--- src/fec_pkg.sv ---
// shared constants and carriers for the flash command interpreter
package fec_pkg;

  // ==========================================================================
  // opcodes
  localparam logic [7:0] OP_SET_WRITE_ENABLE = 8'h06;
  localparam logic [7:0] OP_ERASE_ALL_A      = 8'h60;
  localparam logic [7:0] OP_ERASE_ALL_B      = 8'hC7;
  localparam logic [7:0] OP_DEEP_SLEEP       = 8'hB9;
  localparam logic [7:0] OP_WAKE_AND_ID      = 8'hAB;
  localparam logic [7:0] OP_MAKER_DEV_ID_X1  = 8'h90;
  localparam logic [7:0] OP_MAKER_DEV_ID_X2  = 8'h92;
  localparam logic [7:0] OP_MAKER_DEV_ID_X4  = 8'h94;
  localparam logic [7:0] OP_STANDARD_ID      = 8'h9F;
  localparam logic [7:0] OP_SOFT_RESET       = 8'h99;

  // ==========================================================================
  // frame geometry
  localparam logic [4:0] OPCODE_BITS  = 5'h08;
  localparam logic [4:0] ADDR_BITS    = 5'h18;
  localparam logic [4:0] DUMMY_BITS   = 5'h18;
  localparam logic [3:0] BYTE_BITS    = 4'h8;
  localparam logic [1:0] STD_ID_BYTES = 2'h3;

  // ==========================================================================
  // timing, 200 MHz core clock
  localparam int unsigned CLK_PERIOD_PS    = 5000;
  localparam int unsigned SLEEP_ENTRY_NS   = 3000;
  localparam int unsigned WAKE_NS          = 3000;
  localparam int unsigned WAKE_WITH_ID_NS  = 3000;
  localparam int unsigned ERASE_ALL_MS     = 20;
  // longest delays: round down, never below one cycle
  localparam int unsigned SLEEP_ENTRY_CYC  =
    (SLEEP_ENTRY_NS * 1000 / CLK_PERIOD_PS) > 0 ? SLEEP_ENTRY_NS * 1000 / CLK_PERIOD_PS : 1;
  localparam int unsigned WAKE_CYC         =
    (WAKE_NS * 1000 / CLK_PERIOD_PS) > 0 ? WAKE_NS * 1000 / CLK_PERIOD_PS : 1;
  localparam int unsigned WAKE_WITH_ID_CYC =
    (WAKE_WITH_ID_NS * 1000 / CLK_PERIOD_PS) > 0 ? WAKE_WITH_ID_NS * 1000 / CLK_PERIOD_PS : 1;
  localparam int unsigned ERASE_ALL_CYC    = ERASE_ALL_MS * 1000 * (1000000 / CLK_PERIOD_PS);

  // ==========================================================================
  // carriers
  typedef struct packed {
    logic       csN;
    logic       sclk;
    logic [3:0] io;
  } fec_pins_t;

  typedef struct packed {
    logic [3:0] out;
    logic [3:0] oe;
  } fec_pad_t;

  typedef enum logic [2:0] {
    PH_IDLE   = 3'h0,
    PH_CMD    = 3'h1,
    PH_ADDR   = 3'h3,
    PH_DUMMY  = 3'h2,
    PH_OUT    = 3'h6,
    PH_POST   = 3'h7,
    PH_IGNORE = 3'h5
  } fec_phase_t;

  typedef enum logic [1:0] {
    BUSY_NONE  = 2'h0,
    BUSY_ERASE = 2'h1,
    BUSY_SLEEP = 2'h3,
    BUSY_WAKE  = 2'h2
  } fec_busy_t;

endpackage

--- src/fec_sync.sv ---
// two-stage synchroniser with edge detection on the settled copy
`timescale 1ns/1ps
`default_nettype none
module fec_sync #(
  parameter int WIDTH = 6
) (
  // clock and control
  input  wire logic             mclk,
  input  wire logic             srst,
  input  wire logic             ce,
  // asynchronous inputs
  input  wire logic [WIDTH-1:0] asyncIn,
  // synchronised view
  output logic      [WIDTH-1:0] level,
  output logic      [WIDTH-1:0] rise,
  output logic      [WIDTH-1:0] fall
);

  typedef struct packed {
    logic [WIDTH-1:0] meta;
    logic [WIDTH-1:0] sync;
    logic [WIDTH-1:0] prev;
  } fec_sync_state_t;

  fec_sync_state_t state_reg;
  fec_sync_state_t state_next;

  // ==========================================================================
  // next state
  always_comb begin
    state_next      = state_reg;
    state_next.meta = asyncIn;
    state_next.sync = state_reg.meta;
    state_next.prev = state_reg.sync;
  end

  // idle levels: every input, select included, resets high
  always_ff @(posedge mclk) begin
    if (srst) begin
      state_reg <= '{meta: {WIDTH{1'b1}}, sync: {WIDTH{1'b1}}, prev: {WIDTH{1'b1}}};
    end else if (ce) begin
      state_reg <= state_next;
    end
  end

  // edges only from the second and third stage, never the first
  assign level = state_reg.sync;
  assign rise  = state_reg.sync & ~state_reg.prev;
  assign fall  = ~state_reg.sync & state_reg.prev;

endmodule
`default_nettype wire

--- src/fec_flash_cmd.sv ---
// command interpreter for erase-all, deep sleep, wake and identification
//
// Summary of operation
// - Erase-all uses opcode 60h or C7h and needs the write enable latch set.
// - Erase-all runs only if select rises right after the eighth opcode bit.
// - Select rise starts timed erase; busy flag high until done, latch cleared.
// - Erase-all only with protect bits 000/comp 0 or 111/comp 1.
// - Deep sleep opcode B9h plus select rise enters sleep after entry delay.
// - Deep sleep discarded unless select rises right after the eighth bit.
// - In deep sleep only wake-and-id and software reset are accepted.
// - Deep sleep command rejected while an internal cycle runs.
// - Select high with no cycle running means standby, not deep sleep.
// - Power loss ends deep sleep; device starts in standby.
// - Wake opcode ABh alone: commands resume after the wake delay.
// - ABh plus three dummy bytes streams the device id, MSB first, repeating.
// - Wake-and-id ignored while the busy flag is set.
// - 90h plus address gives maker then device id; address 1 swaps order.
// - 92h gives the same id readout over two data lines.
// - 94h gives the same id readout over four data lines.
// - 9Fh streams maker code, memory type, capacity on falling edges.
// - 9Fh not decoded while an erase or program cycle runs.
// - Select rise ends identification output at any point; standby follows once no wake delay or erase is running.
// - Opcode, address and dummy bits are sampled on serial clock rise.
`timescale 1ns/1ps
`default_nettype none
module fec_flash_cmd
  import fec_pkg::*;
#(
  parameter int unsigned ERASE_ALL_CYCLES = ERASE_ALL_CYC,
  parameter logic [7:0]  MAKER_ID         = 8'h5A,  // arbitrary value
  parameter logic [7:0]  MEMORY_TYPE      = 8'h3C,  // arbitrary value
  parameter logic [7:0]  CAPACITY_CODE    = 8'h18,  // arbitrary value
  parameter logic [7:0]  DEVICE_ID        = 8'h17   // arbitrary value
) (
  // clock and control
  input  wire logic       mclk,
  input  wire logic       srst,
  input  wire logic       ce,
  // serial pins from the host
  input  wire fec_pins_t  pinIn,
  // protection configuration
  input  wire logic [2:0] blockProtectBits,
  input  wire logic       protectComplementBit,
  // serial pin drivers
  output fec_pad_t        pad,
  // status
  output logic            writeInProgressFlag,
  output logic            writeEnableLatchFlag,
  output logic            deepSleep,
  output logic            standby
);

  typedef struct packed {
    fec_phase_t  phase;
    logic [7:0]  cmd;
    logic [23:0] addr;
    logic [4:0]  cnt;
    logic [7:0]  shift;
    logic [3:0]  bitsLeft;
    logic [1:0]  byteIdx;
    fec_busy_t   busy;
    logic [31:0] timer;
    logic        write_in_progress_flag;
    logic        write_enable_latch_flag;
    logic        sleep;
    logic        standby;
    fec_pad_t    pad;
  } fec_state_t;

  fec_state_t state_reg;
  fec_state_t state_next;

  logic [5:0] syncLevel;
  logic [5:0] syncRise;
  logic [5:0] syncFall;

  fec_sync #(
    .WIDTH (6)
  ) u_sync (
    .mclk    (mclk),
    .srst    (srst),
    .ce      (ce),
    .asyncIn (pinIn),
    .level   (syncLevel),
    .rise    (syncRise),
    .fall    (syncFall)
  );

  logic       csHigh;
  logic       csRise;
  logic       csFall;
  logic       sclkRise;
  logic       sclkFall;
  logic [3:0] ioIn;
  logic       protectOk;
  logic       accepting;

  assign csHigh    = syncLevel[5];
  assign csRise    = syncRise[5];
  assign csFall    = syncFall[5];
  assign sclkRise  = syncRise[4];
  assign sclkFall  = syncFall[4];
  assign ioIn      = syncLevel[3:0];
  assign protectOk = (blockProtectBits == 3'h0 && !protectComplementBit) ||
                     (blockProtectBits == 3'h7 && protectComplementBit);
  // frames during the sleep entry or wake delay are not taken
  assign accepting = state_reg.busy != BUSY_SLEEP && state_reg.busy != BUSY_WAKE;

  // ==========================================================================
  // helpers
  function automatic logic [2:0] laneWidth(input logic [7:0] op);
    case (op)
      OP_MAKER_DEV_ID_X2: laneWidth = 3'h2;
      OP_MAKER_DEV_ID_X4: laneWidth = 3'h4;
      default:            laneWidth = 3'h1;
    endcase
  endfunction

  function automatic logic [7:0] idByte(input logic [7:0] op, input logic [1:0] idx, input logic swap);
    case (op)
      OP_WAKE_AND_ID: idByte = DEVICE_ID;
      OP_STANDARD_ID: begin
        case (idx)
          2'h0:    idByte = MAKER_ID;
          2'h1:    idByte = MEMORY_TYPE;
          default: idByte = CAPACITY_CODE;
        endcase
      end
      default: idByte = (idx[0] ^ swap) ? DEVICE_ID : MAKER_ID;
    endcase
  endfunction

  function automatic logic [1:0] nextIdx(input logic [7:0] op, input logic [1:0] idx);
    if (op == OP_STANDARD_ID) begin
      nextIdx = (idx == STD_ID_BYTES - 2'h1) ? 2'h0 : idx + 2'h1;
    end else begin
      nextIdx = {1'b0, ~idx[0]};
    end
  endfunction

  // ==========================================================================
  // next state
  always_comb begin
    logic [7:0] opc;
    logic [2:0] w;
    logic [7:0] src;
    logic [4:0] cntW;
    opc        = {state_reg.cmd[6:0], ioIn[0]};
    w          = laneWidth(state_reg.cmd);
    src        = state_reg.shift;
    cntW       = state_reg.cnt + {2'h0, w};
    state_next = state_reg;

    // self-timed internal cycles
    if (state_reg.busy != BUSY_NONE) begin
      if (state_reg.timer <= 32'h0000_0001) begin
        case (state_reg.busy)
          BUSY_ERASE: state_next.write_in_progress_flag   = 1'b0;
          BUSY_SLEEP: state_next.sleep = 1'b1;
          default:    state_next.sleep = state_reg.sleep;
        endcase
        state_next.busy  = BUSY_NONE;
        state_next.timer = 32'h0000_0000;
      end else begin
        state_next.timer = state_reg.timer - 32'h0000_0001;
      end
    end

    if (csRise) begin
      // deselect ends any frame, output included
      state_next.phase  = PH_IDLE;
      state_next.pad.oe = 4'h0;
      state_next.pad.out = 4'h0;
      if (state_reg.phase == PH_POST) begin
        case (state_reg.cmd)
          OP_ERASE_ALL_A, OP_ERASE_ALL_B: begin
            if (state_reg.write_enable_latch_flag && !state_reg.write_in_progress_flag && protectOk) begin
              state_next.write_in_progress_flag   = 1'b1;
              state_next.write_enable_latch_flag   = 1'b0;
              state_next.busy  = BUSY_ERASE;
              state_next.timer = ERASE_ALL_CYCLES;
            end
          end
          OP_DEEP_SLEEP: begin
            if (!state_reg.write_in_progress_flag) begin
              state_next.busy  = BUSY_SLEEP;
              state_next.timer = 32'(SLEEP_ENTRY_CYC);
            end
          end
          OP_SET_WRITE_ENABLE: begin
            if (!state_reg.write_in_progress_flag) begin
              state_next.write_enable_latch_flag = 1'b1;
            end
          end
          OP_WAKE_AND_ID: begin
            if (state_reg.sleep) begin
              state_next.sleep = 1'b0;
              state_next.busy  = BUSY_WAKE;
              state_next.timer = 32'(WAKE_CYC);
            end
          end
          OP_SOFT_RESET: begin
            if (!state_reg.write_in_progress_flag) begin
              state_next.sleep = 1'b0;
              state_next.write_enable_latch_flag   = 1'b0;
            end
          end
          default: state_next.phase = PH_IDLE;
        endcase
      end else if (state_reg.phase == PH_OUT && state_reg.cmd == OP_WAKE_AND_ID && state_reg.sleep) begin
        state_next.sleep = 1'b0;
        state_next.busy  = BUSY_WAKE;
        state_next.timer = 32'(WAKE_WITH_ID_CYC);
      end
    end else if (csFall) begin
      state_next.phase = accepting ? PH_CMD : PH_IGNORE;
      state_next.cmd   = 8'h00;
      state_next.cnt   = 5'h00;
    end else if (!csHigh && sclkRise) begin
      case (state_reg.phase)
        PH_CMD: begin
          state_next.cmd = opc;
          state_next.cnt = state_reg.cnt + 5'h01;
          if (state_reg.cnt == OPCODE_BITS - 5'h01) begin
            state_next.cnt = 5'h00;
            if (state_reg.sleep && opc != OP_WAKE_AND_ID && opc != OP_SOFT_RESET) begin
              state_next.phase = PH_IGNORE;
            end else begin
              case (opc)
                OP_ERASE_ALL_A, OP_ERASE_ALL_B, OP_DEEP_SLEEP,
                OP_SET_WRITE_ENABLE, OP_SOFT_RESET: begin
                  state_next.phase = PH_POST;
                end
                OP_WAKE_AND_ID: begin
                  state_next.phase = state_reg.write_in_progress_flag ? PH_IGNORE : PH_POST;
                end
                OP_MAKER_DEV_ID_X1, OP_MAKER_DEV_ID_X2, OP_MAKER_DEV_ID_X4: begin
                  state_next.phase = PH_ADDR;
                end
                OP_STANDARD_ID: begin
                  state_next.phase    = state_reg.write_in_progress_flag ? PH_IGNORE : PH_OUT;
                  state_next.shift    = idByte(opc, 2'h0, 1'b0);
                  state_next.byteIdx  = 2'h1;
                  state_next.bitsLeft = BYTE_BITS;
                end
                default: state_next.phase = PH_IGNORE;
              endcase
            end
          end
        end
        PH_ADDR: begin
          case (w)
            3'h2:    state_next.addr = {state_reg.addr[21:0], ioIn[1:0]};
            3'h4:    state_next.addr = {state_reg.addr[19:0], ioIn};
            default: state_next.addr = {state_reg.addr[22:0], ioIn[0]};
          endcase
          state_next.cnt = cntW;
          if (cntW == ADDR_BITS) begin
            state_next.phase    = PH_OUT;
            state_next.shift    = idByte(state_reg.cmd, 2'h0, state_next.addr[0]);
            state_next.byteIdx  = 2'h1;
            state_next.bitsLeft = BYTE_BITS;
          end
        end
        PH_POST: begin
          // more clocks after the opcode: only the id form of wake allows them
          if (state_reg.cmd == OP_WAKE_AND_ID) begin
            state_next.phase = PH_DUMMY;
            state_next.cnt   = 5'h01;
          end else begin
            state_next.phase = PH_IGNORE;
          end
        end
        PH_DUMMY: begin
          state_next.cnt = state_reg.cnt + 5'h01;
          if (state_reg.cnt == DUMMY_BITS - 5'h01) begin
            state_next.phase    = PH_OUT;
            state_next.shift    = DEVICE_ID;
            state_next.byteIdx  = 2'h0;
            state_next.bitsLeft = BYTE_BITS;
          end
        end
        default: state_next.phase = state_reg.phase;
      endcase
    end else if (!csHigh && sclkFall && state_reg.phase == PH_OUT) begin
      // reload at a byte boundary, then drive the top bits of the byte
      if (state_reg.bitsLeft == 4'h0) begin
        src                = idByte(state_reg.cmd, state_reg.byteIdx, state_reg.addr[0]);
        state_next.byteIdx = nextIdx(state_reg.cmd, state_reg.byteIdx);
      end
      case (w)
        3'h2: begin
          state_next.pad.out = {2'h0, src[7:6]};
          state_next.pad.oe  = 4'h3;
          state_next.shift   = {src[5:0], 2'h0};
        end
        3'h4: begin
          state_next.pad.out = src[7:4];
          state_next.pad.oe  = 4'hF;
          state_next.shift   = {src[3:0], 4'h0};
        end
        default: begin
          state_next.pad.out = {2'h0, src[7], 1'b0};
          state_next.pad.oe  = 4'h2;
          state_next.shift   = {src[6:0], 1'b0};
        end
      endcase
      state_next.bitsLeft = ((state_reg.bitsLeft == 4'h0) ? BYTE_BITS : state_reg.bitsLeft) - {1'b0, w};
    end

    // standby is distinct from deep sleep
    state_next.standby = csHigh && state_next.busy == BUSY_NONE && !state_next.write_in_progress_flag &&
                         !state_next.sleep;
  end

  // ==========================================================================
  // state register; reset stands for power-up, so sleep is never kept
  always_ff @(posedge mclk) begin
    if (srst) begin
      state_reg       <= '0;
      state_reg.phase <= PH_IDLE;
      state_reg.busy  <= BUSY_NONE;
    end else if (ce) begin
      state_reg <= state_next;
    end
  end

  assign pad                  = state_reg.pad;
  assign writeInProgressFlag  = state_reg.write_in_progress_flag;
  assign writeEnableLatchFlag = state_reg.write_enable_latch_flag;
  assign deepSleep            = state_reg.sleep;
  assign standby              = state_reg.standby;

endmodule
`default_nettype wire

--- config.mk ---
export PLATFORM = sky130hd
export DESIGN_NAME = fec_flash_cmd
export DESIGN_NICKNAME = d
export VERILOG_FILES = /design/src/fec_pkg.sv /design/src/fec_sync.sv /design/src/fec_flash_cmd.sv
export SDC_FILE = /design/constraint.sdc
export NUM_CORES = 1
export LEC_CHECK = 0
export BUFFER_PORTS_ARGS = -buffer_cell sky130_fd_sc_hd__buf_2
export CAP_MARGIN = 25
export CORE_UTILIZATION = 43
export DETAILED_ROUTE_END_ITERATION = 8
export MAX_ROUTING_LAYER = met4
export SLEW_MARGIN = 0
export SYNTH_ARGS = -nofsm -noshare
export SYNTH_HDL_FRONTEND = slang
export SYNTH_HIERARCHICAL = 1
export SYNTH_SLANG_ARGS = --single-unit
--- constraint.sdc ---
create_clock -name mclk -period 3.6 [get_ports mclk]
set_input_delay 0.72 -clock mclk [delete_from_list [all_inputs] [get_ports mclk]]
set_output_delay 0.72 -clock mclk [all_outputs]
set_load 0.03 [all_outputs]
======== Word level (Yosys, flattened, before mapping) ========
Index checks and enable logic that the tools add are counted.
operators by class
  add/sub/neg operators ................... 5
  multipliers ............................. 0
  div/mod/pow operators ................... 0
  magnitude comparators ................... 1
  equality and inequality tests ........... 53
  shifts and indexed selects .............. 0
  multiplexer cells ....................... 72
  bitwise logic cells ..................... 8
  reductions and logical operators ........ 46
operator list
  operator                 count
  $mux W34                 4
  $eq A8 B8 Y1 const B     15
  $mux W24                 5
  $pmux W34 S3             1
  $mux W14                 6
  $mux W8                  6
  $pmux W24 S2             1
  $pmux W14 S3             1
  $pmux W7 S2              3
  $mux W40                 1
  $mux W37                 1
  $mux W36                 1
  $mux W35                 1
  $le A32 B1 Y1 const B    1
  $mux W32                 1
  $pmux W8 S2              2
  $sub A32 B1 Y32 const B  1
  $pmux W3 S4              2
  $mux W3                  7
  $pmux W5 S4              1
  $mux W19                 1
  $eq A8 B3 Y1 const B     2
  $eq A8 B7 Y1 const B     2
  $mux W2                  8
  other kinds (48)         111
storage, ports and cells
  register bits after elaboration ......... 118
  bits in latches ......................... 0
  bits in writable memories ............... 0
  ROM bits ................................ 0
  word-level logic and storage cells ...... 203
  memories kept ........................... 0

======== Logic depth before layout (Yosys ltp) ========
Gate-level depths: netlist of run 1.
  depth in word-level cells ............... 13
  gate-level depth with buffers ........... 16

======== Cells and area by module ========
The synthesis of run 1 kept the hierarchy.
by module, submodules not included
  module         times used  cells an instance  area an instance (um2)  sequential area each (um2)
  fec_flash_cmd  1           730                5388.9                  1521.5
  fec_sync       1           77                 788.3                   360.3

======== Least setup slack after synthesis of run 1 ========
OpenSTA, ideal clock, no wires.
  kind .................................... register to register
  start ................................... register state_reg[93] (netlist name)
  end ..................................... register state_reg[46] (netlist name)
  setup time .............................. 0.070 ns
  data arrival time ....................... 3.616 ns
  setup slack ............................. -0.086 ns
  cell stages (with the launch flop) ...... 16
  path buffers ............................ 1
  period minus slack after synthesis ...... 3.686 ns
  cell sequence ........................... dfxtp_1 -> clkbuf_1 -> nand2_1 -> nor3_1 -> and3_1 -> inv_1 -> ha_1 -> or2_2 -> inv_1 -> fa_1 -> nor2_1 -> nand3_1 -> nor4_1 -> nor2_1 -> or4_1 -> a21oi_1
on the way
  word-level cells in the longest chain between the ends .. 6
ends and longest elaborated chain
  item                                 RTL line              RTL
  from (decl)                          fec_flash_cmd.sv:70   fec_state_t state_reg;
  from (signal assigned)               fec_flash_cmd.sv:324  state_reg <= state_next;
  $eq A8 B8 Y1                         fec_flash_cmd.sv:112  case (op)
  $pmux W3 S2                          fec_flash_cmd.sv:112
  $add A5 B3 Y5                        fec_flash_cmd.sv:151  cntW = state_reg.cnt + {2'h0, w};
  $eq A5 B5 Y1                         fec_flash_cmd.sv:258  if (cntW == ADDR_BITS) begin
  $ne A3 B3 Y1 (no source line)        --
  $reduce_and A11 Y1 (no source line)  --
Several ways; a longest one is shown, not always the timed one. The select of a mux whose other input is x is not followed.
A chain may end at the register's enable or synchronous reset.

======== Worst setup path in the final report of run 1 ========
  start ................................... register state_reg[91] (netlist name)
  end ..................................... register state_reg[55] (netlist name)
on the way
  word-level cells in the longest chain between the ends .. 6
ends and longest elaborated chain
  item                                                             RTL line
  $eq A8 B8 Y1, on equally long branches                           fec_flash_cmd.sv:112, fec_flash_cmd.sv:120
  $pmux W3 S2 or $pmux W7 S2 (tied branches)                       fec_flash_cmd.sv:112, fec_flash_cmd.sv:120
  $add A5 B3 Y5 (tied with other cells)                            fec_flash_cmd.sv:151
  $eq A5 B5 Y1 or $pmux W8 S2 (tied branches)                      fec_flash_cmd.sv:258, fec_flash_cmd.sv:291
  $ne A3 B3 Y1 (no source line) or $mux W14 (tied branches)        --
  $reduce_and A10 Y1 (no source line) or $mux W14 (tied branches)  --
Several ways; a longest one is shown, not always the timed one. The select of a mux whose other input is x is not followed.

==> impl_metrics.yaml, run 1 <==
global_routing:
  grt_usage_pct: 25.0
  grt_overflow: 0
  grt_pass1_wl_microns: 27600
  grt_max_degree: 45
  grt_pass1_vias: 5427
  antenna_found_initial: 0
synth:
  yosys_warnings: 6
  syn_area_sq_um: 5750
  syn-mean-instance-area_sq_um: 7.51
  syn_inst: 765
  syn-num-nets: 792
power_and_ir_drop:
  power_mw: 2.07
  irDropWorstVdd_mv: 0.205
  leakage_nw: 2.31
  powerDensity_nw_per_um2: 326
timing:
  clock.fmax_mhz: 294
  final.period_utilization_pct: 94.4
  hold_viol_final: 0
  fin_crit_ps: 3400
  setup_tns_ps: 0
  hold_ws_ps: 464
  setup_viol: 0
  finClkSkew_ps: 10.9
  rsz0062_at_grt: "no"
  slew_viol_final: 0
  tightest_slew_ps: 1030
  relSlewSlack_pct: 31.0
worst_setup_path:
  cp.required_ps: 3810
  end_kind: "flip-flop"
  cp_data_arrival_time_ps: 3610
  r2r_setup_slack_ps: 200
  start_kind: "flip-flop"
  path_max_fanout: 9
  crit_type: "flip-flop to flip-flop"
floorplan:
  io_pins: 25
  initial_utilization_pct: 44.8
  dieArea_sq_um: 13800
  placementRows: 41
  die_h_microns: 118
  die_w_microns: 118
  core_area_sq_um: 12800
drt:
  routed_wl_microns: 16700
  wl_per_cell_microns: 17.8
  dr.pass1.iters: 5
  viasPerCell: 6.32
  vias: 5931
  drtIter0Drc: 661
  drtAntennaViolNets: 0
  route.detailed.drc: 0
place:
  hpwl_microns: 11800
  gp_congestion: 0.870
  io_buffers: 21
  placed_cells: 922
final_layout:
  drive_gt1_share_pct: 13.7
  antenna-diode-count: 0
  fin_cells: 938
  nNetsFinal: 789
  fillers: 1293
  syn2layout_area_growth_pct: 10.5
  largest_reg_flops: 65
clock_tree:
  cts_buffers: 9
  clk_pin_slew_ps: 60
  htree_levels: 3
  cts.sinks: 84
  tritoncts: "built"
  cts-root-buf: "clkbuf_16"
  clk_latency_ps: 350
  clock_path_buffers: 2
flow_run:
  cap_violations: 0
hold_path:
  hold_class: "flip-flop to flip-flop"
run_status:
  status: "finished, final reports clean"
-- power breakdown --
group          internal (mW)  switching [mW]  total [mW]  leakage, nW
combinational         0.0517           0.101       0.153         1.48
clock                  0.555           0.403       0.959        0.145
sequential             0.941          0.0156       0.957        0.680
-- through the flow --
step | instance area, sq um | setup slack [ps] | util [%]
after CTS | 6310 | 163 | 49.2
after global routing | 6350 | 10.1 | 49.5
after detailed placement | 6020 | 199 | 46.9
final | 6350 | 200 | 49.5
after floorplan | 5750 | 82.7 | -
after global placement | 6020 | 236 | 46.9
-- placed cells by master (no fill, tap or decap), drive strengths merged, types with 15 or more instances in the layout --
cell type / count
or3: 15
nor4: 16
buf: 56
nand2: 56
a21oi: 55
nor2: 54
o21ai: 38
nor2b: 20
or4: 15
nand3: 40
nor3: 33
a31oi: 33
inv: 28
dfxtp: 84
-- what timing repair did --
| action | 4_1_cts | 5_1_grt |
|---|---|---|
| buffers inserted | 0 | 1 |
| hold endpoints to repair | 0 | 0 |
| endpoints found under the setup margin | 0 | 7 |
| hold buffers | 0 | 0 |
| gates resized for setup | 0 | 8 |
-- area by class of cell --
cell class,instances,area (sq um),area share [%]
Clock buffer,10,239,3.76
Clock inverter,5,60.1,0.945
Inverter,27,101,1.60
Multi-Input combinational cell,584,3690,58.0
Sequential cell,84,1680,26.5
Tap cell,172,215,3.39
Timing Repair Buffer,56,368,5.79
-- worst paths after layout --
kind | startpoint | end | depth (start not counted)
max | state_reg[91]$_SDFFE_PP0P_ | state_reg[55]$_SDFFE_PP0P_ | 14
min | u_sync/state_next[6]$_SDFFE_PP1P_ | u_sync/level[0]$_SDFFE_PP1P_ | 1
max reg2reg | state_reg[91]$_SDFFE_PP0P_ | state_reg[55]$_SDFFE_PP0P_ | 14
min reg2reg | u_sync/state_next[6]$_SDFFE_PP1P_ | u_sync/level[0]$_SDFFE_PP1P_ | 1
-- critical path, cell delays in order (launching register included) --
cell and delay, ps:
dfxtp_1 400, nor2b_2 190, and3_4 220, inv_1 70, ha_2 200, or2_2 300, inv_1 100, fa_1 460
nor2_1 120, nand3_1 130, nor4_4 350, nor2_1 110, buf_4 180, nor3_1 310, a211oi_1 130
-- per-layer routing --
metal	vias up	GRT usage, %	routed length (microns)	part of all wire, %
li1	2849	-	-	-
met1	2835	33.6	7820	47
met2	218	39.0	7620	46
met3	29	3.20	982	5.9
met4	0	7.85	304	1.8
met5	-	-	0	0
No activity file was read; power rests on OpenSTA's default activity.
==> inputs of run 2 (changes only) <==
--- a/config.mk
+++ b/config.mk
@@ -6,10 +6,11 @@
 export NUM_CORES = 1
 export LEC_CHECK = 0
 export BUFFER_PORTS_ARGS = -buffer_cell sky130_fd_sc_hd__buf_2
-export CAP_MARGIN = 25
-export CORE_UTILIZATION = 43
+export CAP_MARGIN = 20
+export CORE_UTILIZATION = 57
 export DETAILED_ROUTE_END_ITERATION = 8
 export MAX_ROUTING_LAYER = met4
+export PLACE_DENSITY = 0.77
 export SLEW_MARGIN = 0
 export SYNTH_ARGS = -nofsm -noshare
 export SYNTH_HDL_FRONTEND = slang
==> impl_metrics.yaml, run 2 (synthesis gave the netlist of run 1 again) <==
final_layout:
  antenna-diode-count: 0
  layout_commonest_cell: "dfxtp_1"
  drive_gt1_share_pct: 13.0
  final_cell_mix: "dfxtp_1 (84), nand2_1 (56), a21oi_1 (55)"
  syn2layout_area_growth_pct: 7.58
  nNetsFinal: 785
  fillers: 892
  largest_reg_flops: 65
power_and_ir_drop:
  combPwrFrac_pct: 8.3
  p_int_mw: 1.38
  power_mw: 1.85
  powerDensity_nw_per_um2: 299
  leakage_nw: 2.24
  seqPwrFrac_pct: 51.6
  irDropWorstVdd_mv: 0.250
  p_clk_share_pct: 40.1
  p_sw_mw: 0.471
  p_sw_share_pct: 25.5
worst_setup_path:
  crit_type: "flip-flop to flip-flop"
  cp_slowest_cell: "or4_1"
  critical-path-top-delay-family: "simple AND/OR/NAND/NOR gates"
  end_kind: "flip-flop"
  crit_chain: "buf_4 > nor2_1 > nand3_1 > ha_2 > or2_2 > inv_2 > fa_1 > nor2_1 > nand3_1 > nor4_4 > nor2_1 > or4_1 > a21oi_1"
  path_buf_inv: 2
  cp.required_ps: 3920
  slowest_delay_ps: 520
  cp_data_arrival_time_ps: 3720
  path_max_fanout: 8
  start_kind: "flip-flop"
  crit_top_cell: "nor2_1"
timing:
  finClkSkew_ps: 17.7
  rsz0062_at_grt: "no"
  fin_crit_ps: 3390
  relSlewSlack_pct: 29.4
  setup_viol: 0
  final.period_utilization_pct: 94.2
  clock.fmax_mhz: 295
  slew_viol_final: 0
  tightest_slew_ps: 1060
  hold_viol_final: 0
  setup_tns_ps: 0
drt:
  dr.pass1.iters: 5
  viasPerCell: 6.58
  drtIter0Drc: 403
  drtAntennaViolNets: 0
  route.detailed.drc: 0
  wl_per_cell_microns: 17.6
  vias: 5892
  routed_wl_microns: 15700
clock_tree:
  tritoncts: "built"
  clk_pin_slew_ps: 80
  clk_latency_ps: 390
  cts.sinks: 84
  cts_buffers: 9
  clock_path_buffers: 2
  cts.hold.buffers_added: 0
  cts-root-buf: "clkbuf_8"
  htree_levels: 3
global_routing:
  antenna_found_initial: 0
  grt_overflow: 0
  grt_pass1_vias: 5347
  grt_util_met3_pct: 6.09
  use_met2_pct: 50.5
  grt.busiest_layer: "met2"
  grt_max_degree: 49
  use_met1_pct: 41.3
  grt_pass1_wl_microns: 25700
  grt_usage_pct: 32.4
place:
  hpwl_microns: 11100
  gp_congestion: 0.972
  io_buffers: 21
flow_run:
  cap_violations: 0
floorplan:
  core_area_sq_um: 9770
  dieArea_sq_um: 10500
  die_w_microns: 102
  io_pins: 25
  initial_utilization_pct: 58.8
  die_h_microns: 102
  placementRows: 36
hold_path:
  hold_class: "flip-flop to flip-flop"
run_status:
  status: "finished, final reports clean"
[run 2: changes by cell type in the layout (fill, tap and decap cells not counted), sizes merged]
cell	change
bufinv	+1
inv	-1
clkbuf	+1
buf	-4
clkinvlp	+1
clkinv	-2
[run 2: layer usage]
layer,vias up,part of all wire (%)
met4,0,2.0
met1,2789,43
met2,230,47
met3,25,7.5
met5,-,0
li1,2848,-
[run 2: through the flow]
stage / hold slack [ps] / util (%) / cell area (sq um) / std cells / setup WS (ps)
after CTS: 475 / 62.9 / 6140 / 894 / 154
final: 468 / 63.2 / 6180 / 895 / 207
after global placement: 439 / 60.7 / 5940 / 879 / 215
after global routing: 499 / 63.2 / 6180 / 895 / 0.175
after floorplan: 431 / - / 5750 / 765 / 82.7
after detailed placement: 455 / 60.7 / 5940 / 879 / 172
[run 2: path summary, 6_finish.rpt]
| path | from | end | slack, ps | depth (start not counted) |
|---|---|---|---|---|
| hold reg to reg | u_sync/state_next[10]$_SDFFE_PP1P_ | u_sync/level[4]$_SDFFE_PP1P_ | 470 | 1 |
| setup / recovery | state_reg[91]$_SDFFE_PP0P_ | state_reg[46]$_SDFFE_PP0P_ | 210 | 13 |
| hold / removal | u_sync/state_next[10]$_SDFFE_PP1P_ | u_sync/level[4]$_SDFFE_PP1P_ | 470 | 1 |
| setup reg to reg | state_reg[91]$_SDFFE_PP0P_ | state_reg[46]$_SDFFE_PP0P_ | 210 | 13 |
[run 2: final cells by class]
cell class	count	area (sq um)	share of cell area, %
clock inverter	4	75.1	1.21
multi-input combinational	584	3690	59.7
clock buffer	11	131	2.13
inverter	27	101	1.64
sequential	84	1680	27.2
tap	133	166	2.69
timing repair buffer	52	338	5.46
[run 2: timing repair]
item,4_1_cts,5_1_grt
resized for setup,0,8
setup endpoints to repair,0,8
buffers inserted,0,1
[run 2: power groups by stage]
stage	combinational (mW)	clock [mW]	sequential, mW
3_3_place_gp	0.145	0	0.974
3_5_place_dp	0.150	0	0.976
2_1_floorplan	0.117	0	0.971
4_1_cts	0.150	0.756	0.954
6_report	0.154	0.742	0.954
5_1_grt	0.166	0.798	0.956
